$ cat src/stack_shift_pkg.sv
`default_nettype none
package stack_shift_pkg;
    // Register file layout
    localparam int          REG_COUNT   = 16;
    localparam logic [3:0]  IDX_PC      = 4'h0;
    localparam logic [3:0]  IDX_SP      = 4'h1;
    localparam logic [3:0]  IDX_SR      = 4'h2;
    // Status word bit positions
    localparam int          SR_C        = 0;
    localparam int          SR_Z        = 1;
    localparam int          SR_N        = 2;
    localparam int          SR_GIE      = 3;
    localparam int          SR_CORE_OFF = 4;
    localparam int          SR_OSC_OFF  = 5;
    localparam int          SR_V        = 8;
    // Stack step and overflow windows of a left shift
    localparam logic [15:0] STACK_STEP  = 16'h0002;
    localparam logic [15:0] WORD_V_LO   = 16'h4000;
    localparam logic [15:0] WORD_V_HI   = 16'hc000;
    localparam logic [7:0]  BYTE_V_LO   = 8'h40;
    localparam logic [7:0]  BYTE_V_HI   = 8'hc0;
    localparam logic [15:0] PC_STEP     = 16'h0002;
    // Watchdog control location
    localparam logic [15:0] WDOG_ADDR   = 16'h0120;
    // Minimum execution cycles
    localparam logic [7:0]  CYC_NOP     = 8'h01;
    localparam logic [7:0]  CYC_JMP     = 8'h02;
    localparam logic [7:0]  CYC_MOVIDX  = 8'h06;
    localparam logic [7:0]  CYC_OTHER   = 8'h01;
    // APB map
    localparam logic [7:0]  OFS_CTRL    = 8'h00;
    localparam logic [7:0]  OFS_STAT    = 8'h04;
    localparam logic [7:0]  OFS_INDEX   = 8'h08;
    localparam logic [7:0]  OFS_REGS    = 8'h40;
    localparam int          CTRL_OP_LSB = 0;
    localparam int          CTRL_BYTE   = 4;
    localparam int          CTRL_MEM    = 5;
    localparam int          CTRL_IDX_LSB = 8;
    localparam int          STAT_BUSY   = 0;
    localparam int          STAT_VIOL   = 1;
    localparam int          STAT_CYC_LSB = 8;

    typedef enum logic [3:0] {
        OP_NOP, OP_JMP_NEXT, OP_MOV_IDX, OP_POP, OP_PUSH,
        OP_RET, OP_INTERRUPT_RETURN, OP_SHL, OP_RLC, OP_SHR
    } op_t;

    typedef struct packed {
        logic        req;
        logic        we;
        logic [1:0]  be;
        logic [15:0] addr;
        logic [15:0] wdata;
    } mem_req_t;

    typedef struct packed {
        logic        ready;
        logic [15:0] rdata;
    } mem_rsp_t;

    typedef struct packed {
        logic [15:0] sr;
        logic [15:0] res;
    } shift_res_t;
endpackage : stack_shift_pkg
`default_nettype wire

$ cat src/stack_and_shift_ops.sv
// The placing of the registers and the APB interface to the registers were chosen for this implementation.
`timescale 1ns/1ps
`default_nettype none
module stack_and_shift_ops #(
    parameter logic [7:0] WDOG_KEY = 8'h5a
) (
    // Clock and reset
    input  wire logic                      sys_clk,
    input  wire logic                      reset_n,
    // APB slave
    input  wire logic                      psel,
    input  wire logic                      penable,
    input  wire logic                      pwrite,
    input  wire logic [7:0]                paddr,
    input  wire logic [31:0]               pwdata,
    output var  logic [31:0]               prdata,
    output var  logic                      pready,
    output var  logic                      pslverr,
    // Memory bus
    output var  stack_shift_pkg::mem_req_t memOut,
    input  wire stack_shift_pkg::mem_rsp_t memIn,
    // Status
    output var  logic                      busy,
    output var  logic                      securityViolation
);
    import stack_shift_pkg::*;

    typedef enum {S_IDLE, S_RD1, S_RD2, S_WR, S_PAD} state_t;

    logic [1:0]  rstSync_r;
    logic        rstN;
    logic [15:0] regFile_r [REG_COUNT];
    state_t      state_r;
    op_t         op_r;
    logic        byte_r;
    logic        dstMem_r;
    logic [3:0]  idx_r;
    logic [15:0] ea_r;
    logic [15:0] index_r;
    logic [7:0]  cycCnt_r;
    logic [7:0]  lastCyc_r;
    logic        busy_r;
    logic        viol_r;
    mem_req_t    mem_r;
    logic        pready_r;
    logic        pslverr_r;
    logic [31:0] prdata_r;

    ////////////////////////////////////////////////////////////////////////
    // Reset release
    always_ff @(posedge sys_clk or negedge reset_n) begin
        if (!reset_n) begin
            rstSync_r <= 2'b00;
        end else begin
            rstSync_r <= {rstSync_r[0], 1'b1};
        end
    end
    assign rstN = rstSync_r[1];

    ////////////////////////////////////////////////////////////////////////
    // Functions
    function automatic logic [7:0] minCycles(input op_t op);
        case (op)
            OP_NOP:      minCycles = CYC_NOP;
            OP_JMP_NEXT: minCycles = CYC_JMP;
            OP_MOV_IDX:  minCycles = CYC_MOVIDX;
            default:     minCycles = CYC_OTHER;
        endcase
    endfunction : minCycles

    function automatic logic [1:0] laneEnable(input logic isByte, input logic addr0);
        laneEnable = isByte ? (addr0 ? 2'b10 : 2'b01) : 2'b11;
    endfunction : laneEnable

    function automatic shift_res_t shiftOp(input op_t op, input logic isByte,
                                           input logic [15:0] val, input logic [15:0] sr);
        shift_res_t  r;
        logic [16:0] sum;
        logic [8:0]  sumB;
        logic        cin;
        logic        cout;
        logic        ovf;
        r   = '{sr: sr, res: 16'h0000};
        cin = (op == OP_RLC) ? sr[SR_C] : 1'b0;
        sum = {1'b0, val} + {1'b0, val} + {16'h0000, cin};
        sumB = {1'b0, val[7:0]} + {1'b0, val[7:0]} + {8'h00, cin};
        ovf = (val >= WORD_V_LO) && (val < WORD_V_HI);
        cout = sum[16];
        if (isByte) begin
            ovf  = (val[7:0] >= BYTE_V_LO) && (val[7:0] < BYTE_V_HI);
            cout = sumB[8];
        end
        if (op == OP_SHR) begin
            r.res = isByte ? {8'h00, val[7], val[7:1]} : {val[15], val[15:1]};
            cout  = val[0];
            ovf   = 1'b0;
        end else begin
            r.res = isByte ? {8'h00, sumB[7:0]} : sum[15:0];
        end
        // high byte cleared in byte form
        // sign and zero of selected width
        r.sr[SR_N] = isByte ? r.res[7] : r.res[15];
        r.sr[SR_Z] = isByte ? (r.res[7:0] == 8'h00) : (r.res == 16'h0000);
        r.sr[SR_C] = cout;
        r.sr[SR_V] = ovf;
        shiftOp = r;
    endfunction : shiftOp

    ////////////////////////////////////////////////////////////////////////
    // APB decode
    logic        apbDone;
    logic        isCtrl;
    logic        isStat;
    logic        isIndex;
    logic        isRegs;
    logic [3:0]  apbRegIdx;
    logic        startOk;
    logic        regWrOk;

    assign apbDone   = psel && penable && pready_r;
    assign isCtrl    = (paddr == OFS_CTRL);
    assign isStat    = (paddr == OFS_STAT);
    assign isIndex   = (paddr == OFS_INDEX);
    assign isRegs    = (paddr[7:6] == OFS_REGS[7:6]) && (paddr[1:0] == 2'b00);
    assign apbRegIdx = paddr[5:2];
    assign startOk   = apbDone && pwrite && isCtrl && !busy_r;
    assign regWrOk   = apbDone && pwrite && isRegs && !busy_r;

    always_ff @(posedge sys_clk or negedge rstN) begin
        if (!rstN) begin
            pready_r  <= 1'b0;
            pslverr_r <= 1'b0;
            prdata_r  <= 32'h0000_0000;
        end else begin
            pready_r  <= psel && penable && !pready_r;
            pslverr_r <= 1'b0;
            prdata_r  <= 32'h0000_0000;
            if (psel && penable && !pready_r) begin
                if (isStat) begin
                    prdata_r[STAT_BUSY]                  <= busy_r;
                    prdata_r[STAT_VIOL]                  <= viol_r;
                    prdata_r[STAT_CYC_LSB +: 8]          <= lastCyc_r;
                end else if (isIndex) begin
                    prdata_r[15:0] <= index_r;
                end else if (isRegs) begin
                    prdata_r[15:0] <= regFile_r[apbRegIdx];
                    pslverr_r      <= pwrite && busy_r;
                end else if (isCtrl) begin
                    prdata_r[CTRL_OP_LSB +: 4]  <= op_r;
                    prdata_r[CTRL_BYTE]         <= byte_r;
                    prdata_r[CTRL_MEM]          <= dstMem_r;
                    prdata_r[CTRL_IDX_LSB +: 4] <= idx_r;
                    pslverr_r                   <= pwrite && busy_r;
                end else begin
                    pslverr_r <= 1'b1;
                end
            end
        end
    end

    always_ff @(posedge sys_clk or negedge rstN) begin
        if (!rstN) begin
            index_r <= 16'h0000;
        end else if (apbDone && pwrite && isIndex) begin
            index_r <= pwdata[15:0];
        end
    end

    ////////////////////////////////////////////////////////////////////////
    // Operand and write-back steering
    logic        memDone;
    logic [15:0] sp;
    logic [15:0] spUp;
    logic [15:0] spDown;
    logic [7:0]  rdByte;
    logic [15:0] rdVal;
    logic [3:0]  startIdx;
    logic        startByte;
    op_t         startOp;
    shift_res_t  regShift;
    shift_res_t  memShift;
    logic        rfWeA;
    logic [3:0]  rfIdxA;
    logic [15:0] rfDataA;
    logic        rfWeSr;
    logic [15:0] rfDataSr;
    logic        rfWeSp;
    logic [15:0] rfDataSp;

    assign memDone   = mem_r.req && memIn.ready;
    assign sp        = regFile_r[IDX_SP];
    assign spUp      = sp + STACK_STEP;
    assign spDown    = sp - STACK_STEP;
    assign rdByte    = ea_r[0] ? memIn.rdata[15:8] : memIn.rdata[7:0];
    assign rdVal     = byte_r ? {8'h00, rdByte} : memIn.rdata;
    assign startIdx  = pwdata[CTRL_IDX_LSB +: 4];
    assign startByte = pwdata[CTRL_BYTE];
    assign startOp   = op_t'(pwdata[CTRL_OP_LSB +: 4]);
    assign regShift  = shiftOp(startOp, startByte, regFile_r[startIdx], regFile_r[IDX_SR]);
    assign memShift  = shiftOp(op_r, byte_r, rdVal, regFile_r[IDX_SR]);

    always_comb begin
        rfWeA    = 1'b0;
        rfIdxA   = idx_r;
        rfDataA  = rdVal;
        rfWeSr   = 1'b0;
        rfDataSr = regFile_r[IDX_SR];
        rfWeSp   = 1'b0;
        rfDataSp = sp;
        if (startOk && !pwdata[CTRL_MEM]) begin
            if (startOp == OP_SHL || startOp == OP_RLC || startOp == OP_SHR) begin
                // only N Z C V touched
                rfWeA    = 1'b1;
                rfIdxA   = startIdx;
                rfDataA  = regShift.res;
                rfWeSr   = 1'b1;
                rfDataSr = regShift.sr;
            end else if (startOp == OP_PUSH) begin
                rfWeSp   = 1'b1;
                rfDataSp = spDown;
            end
        end
        if (state_r == S_RD1 && memDone) begin
            case (op_r)
                OP_POP: begin
                    rfWeSp   = 1'b1;
                    rfDataSp = spUp;
                    // flags change only when popping into status
                    rfWeA    = !dstMem_r;
                    rfDataA  = byte_r ? {8'h00, memIn.rdata[7:0]} : memIn.rdata;
                end
                OP_PUSH: begin
                    rfWeSp   = 1'b1;
                    rfDataSp = spDown;
                end
                OP_RET: begin
                    rfWeA    = 1'b1;
                    rfIdxA   = IDX_PC;
                    rfDataA  = memIn.rdata;
                    rfWeSp   = 1'b1;
                    rfDataSp = spUp;
                end
                OP_INTERRUPT_RETURN: begin
                    rfWeSr   = 1'b1;
                    rfDataSr = memIn.rdata;
                    rfWeSp   = 1'b1;
                    rfDataSp = spUp;
                end
                OP_SHL, OP_RLC, OP_SHR: begin
                    rfWeSr   = 1'b1;
                    rfDataSr = memShift.sr;
                end
                default: begin
                end
            endcase
        end
        if (state_r == S_RD2 && memDone) begin
            rfWeA    = 1'b1;
            rfIdxA   = IDX_PC;
            rfDataA  = memIn.rdata;
            rfWeSp   = 1'b1;
            rfDataSp = spUp;
        end
        if (state_r == S_PAD && op_r == OP_JMP_NEXT && cycCnt_r >= minCycles(op_r) - 8'h01) begin
            rfWeA   = 1'b1;
            rfIdxA  = IDX_PC;
            rfDataA = regFile_r[IDX_PC] + PC_STEP;
        end
    end

    always_ff @(posedge sys_clk or negedge rstN) begin
        if (!rstN) begin
            for (int i = 0; i < REG_COUNT; i++) begin
                regFile_r[i] <= 16'h0000;
            end
        end else begin
            if (regWrOk) begin
                regFile_r[apbRegIdx] <= pwdata[15:0];
            end
            if (rfWeA) begin
                regFile_r[rfIdxA] <= rfDataA;
            end
            if (rfWeSr) begin
                regFile_r[IDX_SR] <= rfDataSr;
            end
            if (rfWeSp) begin
                regFile_r[IDX_SP] <= rfDataSp;
            end
        end
    end

    ////////////////////////////////////////////////////////////////////////
    // Sequencer
    always_ff @(posedge sys_clk or negedge rstN) begin
        if (!rstN) begin
            state_r   <= S_IDLE;
            op_r      <= OP_NOP;
            byte_r    <= 1'b0;
            dstMem_r  <= 1'b0;
            idx_r     <= 4'h0;
            ea_r      <= 16'h0000;
            cycCnt_r  <= 8'h00;
            lastCyc_r <= 8'h00;
            busy_r    <= 1'b0;
            mem_r     <= '0;
        end else begin
            if (busy_r) begin
                cycCnt_r <= cycCnt_r + 8'h01;
            end
            if (memDone) begin
                mem_r.req <= 1'b0;
                mem_r.we  <= 1'b0;
            end
            case (state_r)
                S_IDLE: begin
                    if (startOk) begin
                        op_r     <= startOp;
                        byte_r   <= startByte;
                        dstMem_r <= pwdata[CTRL_MEM];
                        idx_r    <= startIdx;
                        ea_r     <= regFile_r[startIdx] + index_r;
                        cycCnt_r <= 8'h00;
                        busy_r   <= 1'b1;
                        state_r  <= S_PAD;
                        case (startOp)
                            OP_MOV_IDX: begin
                                mem_r   <= '{req: 1'b1, we: 1'b0, be: 2'b11,
                                             addr: regFile_r[startIdx] + index_r, wdata: 16'h0000};
                                state_r <= S_RD1;
                            end
                            OP_POP, OP_RET, OP_INTERRUPT_RETURN: begin
                                mem_r   <= '{req: 1'b1, we: 1'b0, be: 2'b11, addr: sp, wdata: 16'h0000};
                                state_r <= S_RD1;
                            end
                            OP_PUSH, OP_SHL, OP_RLC, OP_SHR: begin
                                if (pwdata[CTRL_MEM]) begin
                                    mem_r   <= '{req: 1'b1, we: 1'b0,
                                                 be: laneEnable(startByte, regFile_r[startIdx][0] ^ index_r[0]),
                                                 addr: regFile_r[startIdx] + index_r, wdata: 16'h0000};
                                    state_r <= S_RD1;
                                end else if (startOp == OP_PUSH) begin
                                    mem_r   <= '{req: 1'b1, we: 1'b1, be: laneEnable(startByte, 1'b0),
                                                 addr: spDown, wdata: regFile_r[startIdx]};
                                    state_r <= S_WR;
                                end
                            end
                            default: begin
                            end
                        endcase
                    end
                end
                S_RD1: begin
                    if (memDone) begin
                        state_r <= S_PAD;
                        case (op_r)
                            OP_MOV_IDX: begin
                                mem_r   <= '{req: 1'b1, we: 1'b1, be: 2'b11, addr: ea_r, wdata: memIn.rdata};
                                state_r <= S_WR;
                            end
                            OP_POP: begin
                                if (dstMem_r) begin
                                    mem_r   <= '{req: 1'b1, we: 1'b1, be: laneEnable(byte_r, ea_r[0]),
                                                 addr: ea_r, wdata: byte_r ? {2{memIn.rdata[7:0]}} : memIn.rdata};
                                    state_r <= S_WR;
                                end
                            end
                            OP_PUSH: begin
                                mem_r   <= '{req: 1'b1, we: 1'b1, be: laneEnable(byte_r, 1'b0),
                                             addr: spDown, wdata: rdVal};
                                state_r <= S_WR;
                            end
                            OP_INTERRUPT_RETURN: begin
                                mem_r   <= '{req: 1'b1, we: 1'b0, be: 2'b11, addr: spUp, wdata: 16'h0000};
                                state_r <= S_RD2;
                            end
                            OP_SHL, OP_RLC, OP_SHR: begin
                                mem_r   <= '{req: 1'b1, we: 1'b1, be: laneEnable(byte_r, ea_r[0]),
                                             addr: ea_r, wdata: byte_r ? {2{memShift.res[7:0]}} : memShift.res};
                                state_r <= S_WR;
                            end
                            default: begin
                            end
                        endcase
                    end
                end
                S_RD2, S_WR: begin
                    if (memDone) begin
                        state_r <= S_PAD;
                    end
                end
                S_PAD: begin
                    // stretched to the minimum cycle count
                    if (cycCnt_r >= minCycles(op_r) - 8'h01) begin
                        busy_r    <= 1'b0;
                        lastCyc_r <= cycCnt_r + 8'h01;
                        state_r   <= S_IDLE;
                    end
                end
                default: begin
                    state_r <= S_IDLE;
                end
            endcase
        end
    end

    ////////////////////////////////////////////////////////////////////////
    // Watchdog key check
    logic wdogHit;
    logic violClr;

    assign wdogHit = memDone && mem_r.we && ({mem_r.addr[15:1], 1'b0} == WDOG_ADDR)
                     && ((mem_r.be != 2'b11) || (mem_r.wdata[15:8] != WDOG_KEY));
    assign violClr = apbDone && pwrite && isStat && pwdata[STAT_VIOL];

    always_ff @(posedge sys_clk or negedge rstN) begin
        if (!rstN) begin
            viol_r <= 1'b0;
        end else if (wdogHit) begin
            viol_r <= 1'b1;
        end else if (violClr) begin
            viol_r <= 1'b0;
        end
    end

    ////////////////////////////////////////////////////////////////////////
    // Outputs
    assign prdata            = prdata_r;
    assign pready            = pready_r;
    assign pslverr           = pslverr_r;
    assign memOut            = mem_r;
    assign busy              = busy_r;
    assign securityViolation = viol_r;
endmodule : stack_and_shift_ops
`default_nettype wire

$ cat config.mk
export PLATFORM = sky130hd
export DESIGN_NAME = stack_and_shift_ops
export DESIGN_NICKNAME = d
export VERILOG_FILES = /design/src/stack_shift_pkg.sv /design/src/stack_and_shift_ops.sv
export SDC_FILE = /design/constraint.sdc
export NUM_CORES = 1
export LEC_CHECK = 0
export BUFFER_PORTS_ARGS = -buffer_cell sky130_fd_sc_hd__buf_4
export CAP_MARGIN = 20
export CORE_MARGIN = 2
export CORE_UTILIZATION = 57
export DETAILED_ROUTE_END_ITERATION = 8
export PLACE_DENSITY_LB_ADDON = 0.3
export SLEW_MARGIN = 20
export SYNTH_ARGS = -nofsm -noshare
export SYNTH_HDL_FRONTEND = slang
export SYNTH_SLANG_ARGS = --single-unit
$ cat constraint.sdc
create_clock -name sys_clk -period 10.86 [get_ports sys_clk]
set_input_delay 2.172 -clock sys_clk [delete_from_list [all_inputs] [get_ports sys_clk]]
set_output_delay 2.172 -clock sys_clk [all_outputs]
set_load 0.02 [all_outputs]
# Yosys cells after proc, flatten, opt, wreduce, memory -nomap -nowiden
# Index checks and enable logic that the tools add are counted.
totals:
  output_inout_bits: 72
  inputBits: 62
  elab_cells: 297
  reg_bits: 404
op_classes:
  reduce_logical: 59
  bitwise: 4
  addsub: 15
  n_lt_le_gt_ge: 15
  n_eq_ne: 39
  mux: 128
ops:
  columns: ["operator", "count"]
  rows:
  - ["$bwmux 256", 2]
  - ["$mux 256", 2]
  - ["$mux 16", 31]
  - ["$mux 36", 5]
  - ["$pmux 36 s5", 1]
  - ["$bmux 16 s4", 2]
  - ["$demux 16 s4", 2]
  - ["$mux 32", 4]
  - ["$pmux 32 s4", 1]
  - ["$pmux 36 s3", 1]
  - ["$eq 32x2->1 const B", 3]
  - ["$pmux 16 s2", 3]
  - ["$pmux 36 s2", 1]
  - ["$eq 32x3->1 const B", 2]
  - ["$mux 8", 6]
  - ["$mux 1", 36]
  - ["$mux 4", 9]
  - ["$add 16x16->17", 2]
  - ["$add 17x1->17", 2]
  - ["$add 16x2->16 const B", 2]
  - ["$eq 32x1->1 const B", 1]
  - ["$eq 32x4->1 const B", 1]
  - ["$eq 4x3->1 const B", 8]
  - ["$ge 16x15->1 const B", 2]
  - ["other kinds (50)", 131]

# Longest topological paths before layout
depth:
  ltp_word: 19
  mapped_depth: 17
  mapped_depth_nobuf: 14

# Least setup slack after synthesis
# No wires, ideal clock.
synth_timing:
  kind: "input to register"
  from: "input port pwdata[8]"
  to: "register ea_r[14]"
  path_stages: 15
  path_slack_ps: 5381
  arrival_time_ps: 5350
  required_time_ps: 10731
  path_cell_list: "buf_6 -> buf_4 -> mux4_2 -> o21ai_0 -> mux2i_1 -> ha_1 -> fa_1 -> a21o_1 -> a21oi_1 -> o21bai_1 -> a311oi_1 -> o21ai_0 -> a31oi_1 -> xor2_1 -> o21ai_0"
synth_between:
  elab_chain_cells: 5
synth_lines:
  columns: ["item", "line", "text"]
  rows:
  - ["start: declaration", "stack_and_shift_ops.sv:15", "input wire logic [31:0] pwdata,"]
  - ["$not 4->5 (not written as such)", "stack_and_shift_ops.sv:321", "ea_r <= regFile_r[startIdx] + index_r;"]
  - ["$bmux 16 s4", "stack_and_shift_ops.sv:321", null]
  - ["$mux 16 (not written as such) (2 in a row)", "stack_and_shift_ops.sv:321", null]
  - ["$add 16x16->16", "stack_and_shift_ops.sv:321", null]
  - ["end signal: assignment", "stack_and_shift_ops.sv:321", null]
  - ["end: declaration", "stack_and_shift_ops.sv:38", "logic [15:0] ea_r;"]
# No other way between the ends. The select of a mux whose other input is x is not followed.
# A chain may end at the register's enable or synchronous reset.

# Worst setup path after layout
# Ends and elaborated chain as after synthesis.

==> metrics.csv <==
stage,metric,value,unit
placed_design,dpl.hpwl,68500,µm
detailed_routing,antenna_left,0,
finish,fin_util,0.628,
logic_synthesis,synth_area_per_cell,10.0,µm²
timing,tightest_slew,1.21,ns
global_routing,grt_pass1_wl,150000,µm
placed_design,portBuffers,101,
pwr,leakage,13.1,nW
logic_synthesis,yosysTopAreaCell,dfrtp_1,
clock_tree,cts_tree,built,
global_routing,grt_busiest_layer,met2,
pwr,power.clock.fraction,0.472,
flow_run,cap_violations,0,
logic_synthesis,ys_ff_latch,375,
finish,area_growth,8.90,%
global_routing,antenna_found_initial,3,
worst_setup_path,endpoint_kind,flop,
global_routing,grtUsageMet1,0.526,
clock_tree,postCtsSetupBuffers,0,
die,die_x,221,µm
timing,max_freq,143,MHz
logic_synthesis,synth_area,26800,µm²
finish,num-fill-cells,3851,
global_routing,met3_usage,0.104,
worst_setup_path,reg2reg_slack,5.41,ns
logic_synthesis,synth_edf_count,0,
detailed_routing,vias,23600,
logic_synthesis,ys_async_sr_fraction,1.00,
timing,hold_viol_final,0,
pwr,seq_power_share,0.436,
clock_tree,cts.sinks,375,
logic_synthesis,ys_types,109,
logic_synthesis,synth_sequential_area_ratio,0.350,
clock_tree,cts.clk_slew.worst_paths,0.06,ns
detailed_routing,viasPerCell,7.19,
clock_tree,root_buffer,clkbuf_16,
detailed_routing,first_pass_iters,8,
detailed_routing,first_iter_violations,3348,
timing,finalMaxSlewViolations,0,
timing,post-route-period-util,0.643,
global_routing,grt_max_degree,168,
global_routing,track_usage,0.416,
worst_setup_path,critical_path_class,primary input to flop,
clock_tree,cts_resized,0,
worst_setup_path,critPathLaunchType,primary input,
timing,fin_tns_setup,0,ns
logic_synthesis,synthCells,2666,
pwr,sw_frac_of_total,0.271,
clock_tree,cts_buffers,44,
die,start_util,0.576,
global_routing,grt_overflow,0,
pwr,p_per_area,112,nW/µm²
timing,skew,0.0212,ns
placed_design,place_congestion,0.981,
timing,slew_headroom,0.193,
global_routing,grt_pass1_vias,23100,
pwr,power_frac_comb,0.092,
die,rows,79,
logic_synthesis,ys.flop_type,dfrtp_1,
pwr,internal_power,2.39,mW
pwr,power_switching,0.889,mW
clock_tree,hold_buffers,0,
worst_setup_path,worstPathRequired,11.33,ns
worst_setup_path,cp_max_fo,41,
finish,fin_nets,2724,
die,dieArea,48700,µm²
timing,setup_viol,0,
timing,fin_crit,6.98,ns
detailed_routing,drc,0,
logic_synthesis,ys_warn_count,0,
logic_synthesis,synthTopCellsByArea,"dfrtp_1 (35%), mux4_2 (12%), mux2i_1 (12%)",
clock_tree,clock_path_buffers,3,
pwr,peakVddDrop,0.000132,V
timing,rsz0062_at_grt,false,
die,design.core.area,46500,µm²
die,die_y,221,µm
hold_path,hold_path.class,flop to flop,
clock_tree,clock_latency,0.61,ns
status,outcome,"finished, final reports clean",
worst_setup_path,cp.arrival,7.45,ns
detailed_routing,routed_wl,100000,µm
global_routing,gr-usage-met2,0.620,
clock_tree,htreeDepth,2,
die,io-pin-count,134,
logic_synthesis,synth_top_area_frac,0.350,
finish,drive_gt1_frac,0.215,
detailed_routing,wire_per_inst,30.6,µm
==> per-stage QoR <==
stage / total power, mW / instance area, µm² / setup WS (ns) / instances / hold WS [ns]
floorplan: 1.65 / 26800 / 4.74 / 2682 / 0.331
global placement: 1.74 / 27700 / 3.57 / 3199 / 0.341
detailed placement: 1.74 / 27700 / 3.51 / 3199 / 0.343
CTS: 3.27 / 29100 / 4.10 / 3275 / 0.356
global route: 3.35 / 29200 / 3.66 / 3279 / 0.357
finish: 3.28 / 29200 / 3.88 / 3279 / 0.354
==> power groups by stage <==
stage	Clock (mW)	Combinational, mW	Sequential [mW]
finish	1.55	0.300	1.43
global placement	0	0.286	1.45
floorplan	0	0.187	1.46
CTS	1.55	0.293	1.43
detailed placement	0	0.292	1.45
global route	1.60	0.318	1.43
==> cell usage in the layout, fill, tap and decap left out, types with 9 or more instances in the layout <==
cell	netlist	final
nor2b_1	16	16
a31oi_1	10	10
o21ai_0	153	152
a21oi_1	183	181
o22ai_1	12	12
nand3_1	52	48
nand2b_1	15	15
nor3_1	34	34
inv_1	37	37
nand2_1	235	235
a222oi_1	27	27
ha_1	23	23
a221o_1	15	15
o21ai_1	14	12
or3_1	9	9
o31ai_1	9	9
a22oi_1	53	53
o221ai_1	15	15
conb_1	2	18
buf_4	28	160
nor2_1	229	225
a221oi_1	12	12
mux2i_1	309	309
o211ai_1	14	14
xor2_1	36	36
mux4_2	142	142
xnor2_1	44	44
dfrtp_1	375	374
nand4_1	15	15
and3_1	14	14
clkbuf_16	0	45
mux2_2	115	115
or2_2	10	10
a211oi_1	25	25
==> per-layer routing <==
layer	vias up	part of all wire
met2	1630	0.44
met1	11600	0.36
li1	9867	-
met5	-	0.00069
met4	4	0.087
met3	453	0.11
==> registers in the layout (all words and copies together) (netlist names), 12 cells and up <==
signal     cells
memOut        36
ea_r          16
sp            16
prdata        16
regFile_r    228
memShift      12
index_r       16
==> area by class of cell <==
class / instances / area, µm² / area share
Inverter: 38 / 143 / 0.00489
Multi-Input combinational cell: 2018 / 16200 / 0.555
Clock inverter: 17 / 206 / 0.00708
Tap cell: 607 / 759 / 0.0260
Antenna cell: 4 / 10.0 / 0.000343
Clock buffer: 59 / 1250 / 0.0428
Sequential cell: 375 / 9390 / 0.322
Timing Repair Buffer: 161 / 1220 / 0.0419
==> Yosys cell counts (9+ instances only) <==
master,n
ha_1,23
or3_1,9
a221o_1,15
xor2_1,36
buf_2,49
dfrtp_1,375
a22oi_1,53
mux2_2,115
inv_1,37
a222oi_1,27
nand4_1,15
a211oi_1,25
o221ai_1,15
nand2b_1,15
and3_1,14
nand3_1,52
nor2b_1,16
o31ai_1,9
a31oi_1,10
a21oi_1,183
clkbuf_1,142
buf_4,28
o211ai_1,14
buf_1,19
xnor2_1,44
or2_2,10
o21ai_1,14
o21ai_0,153
nor3_1,34
buf_6,9
nor2_1,229
nand2_1,235
o22ai_1,12
mux4_2,142
a221oi_1,12
mux2i_1,309
==> critical path: stages <==
cell and delay [ns]:
buf_4 0.58, buf_4 0.43, nor2b_1 0.75, a22oi_1 0.22, o21ai_0 0.22, mux2i_1 0.31
ha_1 0.31, fa_1 0.46, a21o_1 0.18, a21oi_1 0.29, o21bai_1 0.25, a311oi_1 0.49
o21ai_0 0.25, a31oi_1 0.25, xor2_1 0.15, o21ai_0 0.09
==> final timing paths <==
path,start,end,cells past startpoint
min reg2reg,rstSync_r[0],rstSync_r[1],0
min,rstSync_r[0],rstSync_r[1],0
max,pwdata[8],ea_r[14],16
min in group asynchronous,rstSync_r[1],regFile_r[149],0
max reg2reg,op_r[0],sp[7],11
max in group asynchronous,rstSync_r[1],memOut[30],2
==> cell families (layout without fill, tap and decap cells) <==
family / count (synthesis) / in the layout / synth area share
XOR/XNOR: 80 / 80 / 0.0262
AO/OA/AOI/OAI: 621 / 621 / 0.150
flip-flops: 375 / 375 / 0.350
other: 2 / 22 / 0.000280
AND/OR/NAND/NOR: 708 / 708 / 0.127
multiplexers: 567 / 567 / 0.284
adder cells (fa/ha/maj): 24 / 24 / 0.0115
buffers and inverters: 289 / 275 / 0.0505
Note: power is estimated with default switching activity, not from simulation.
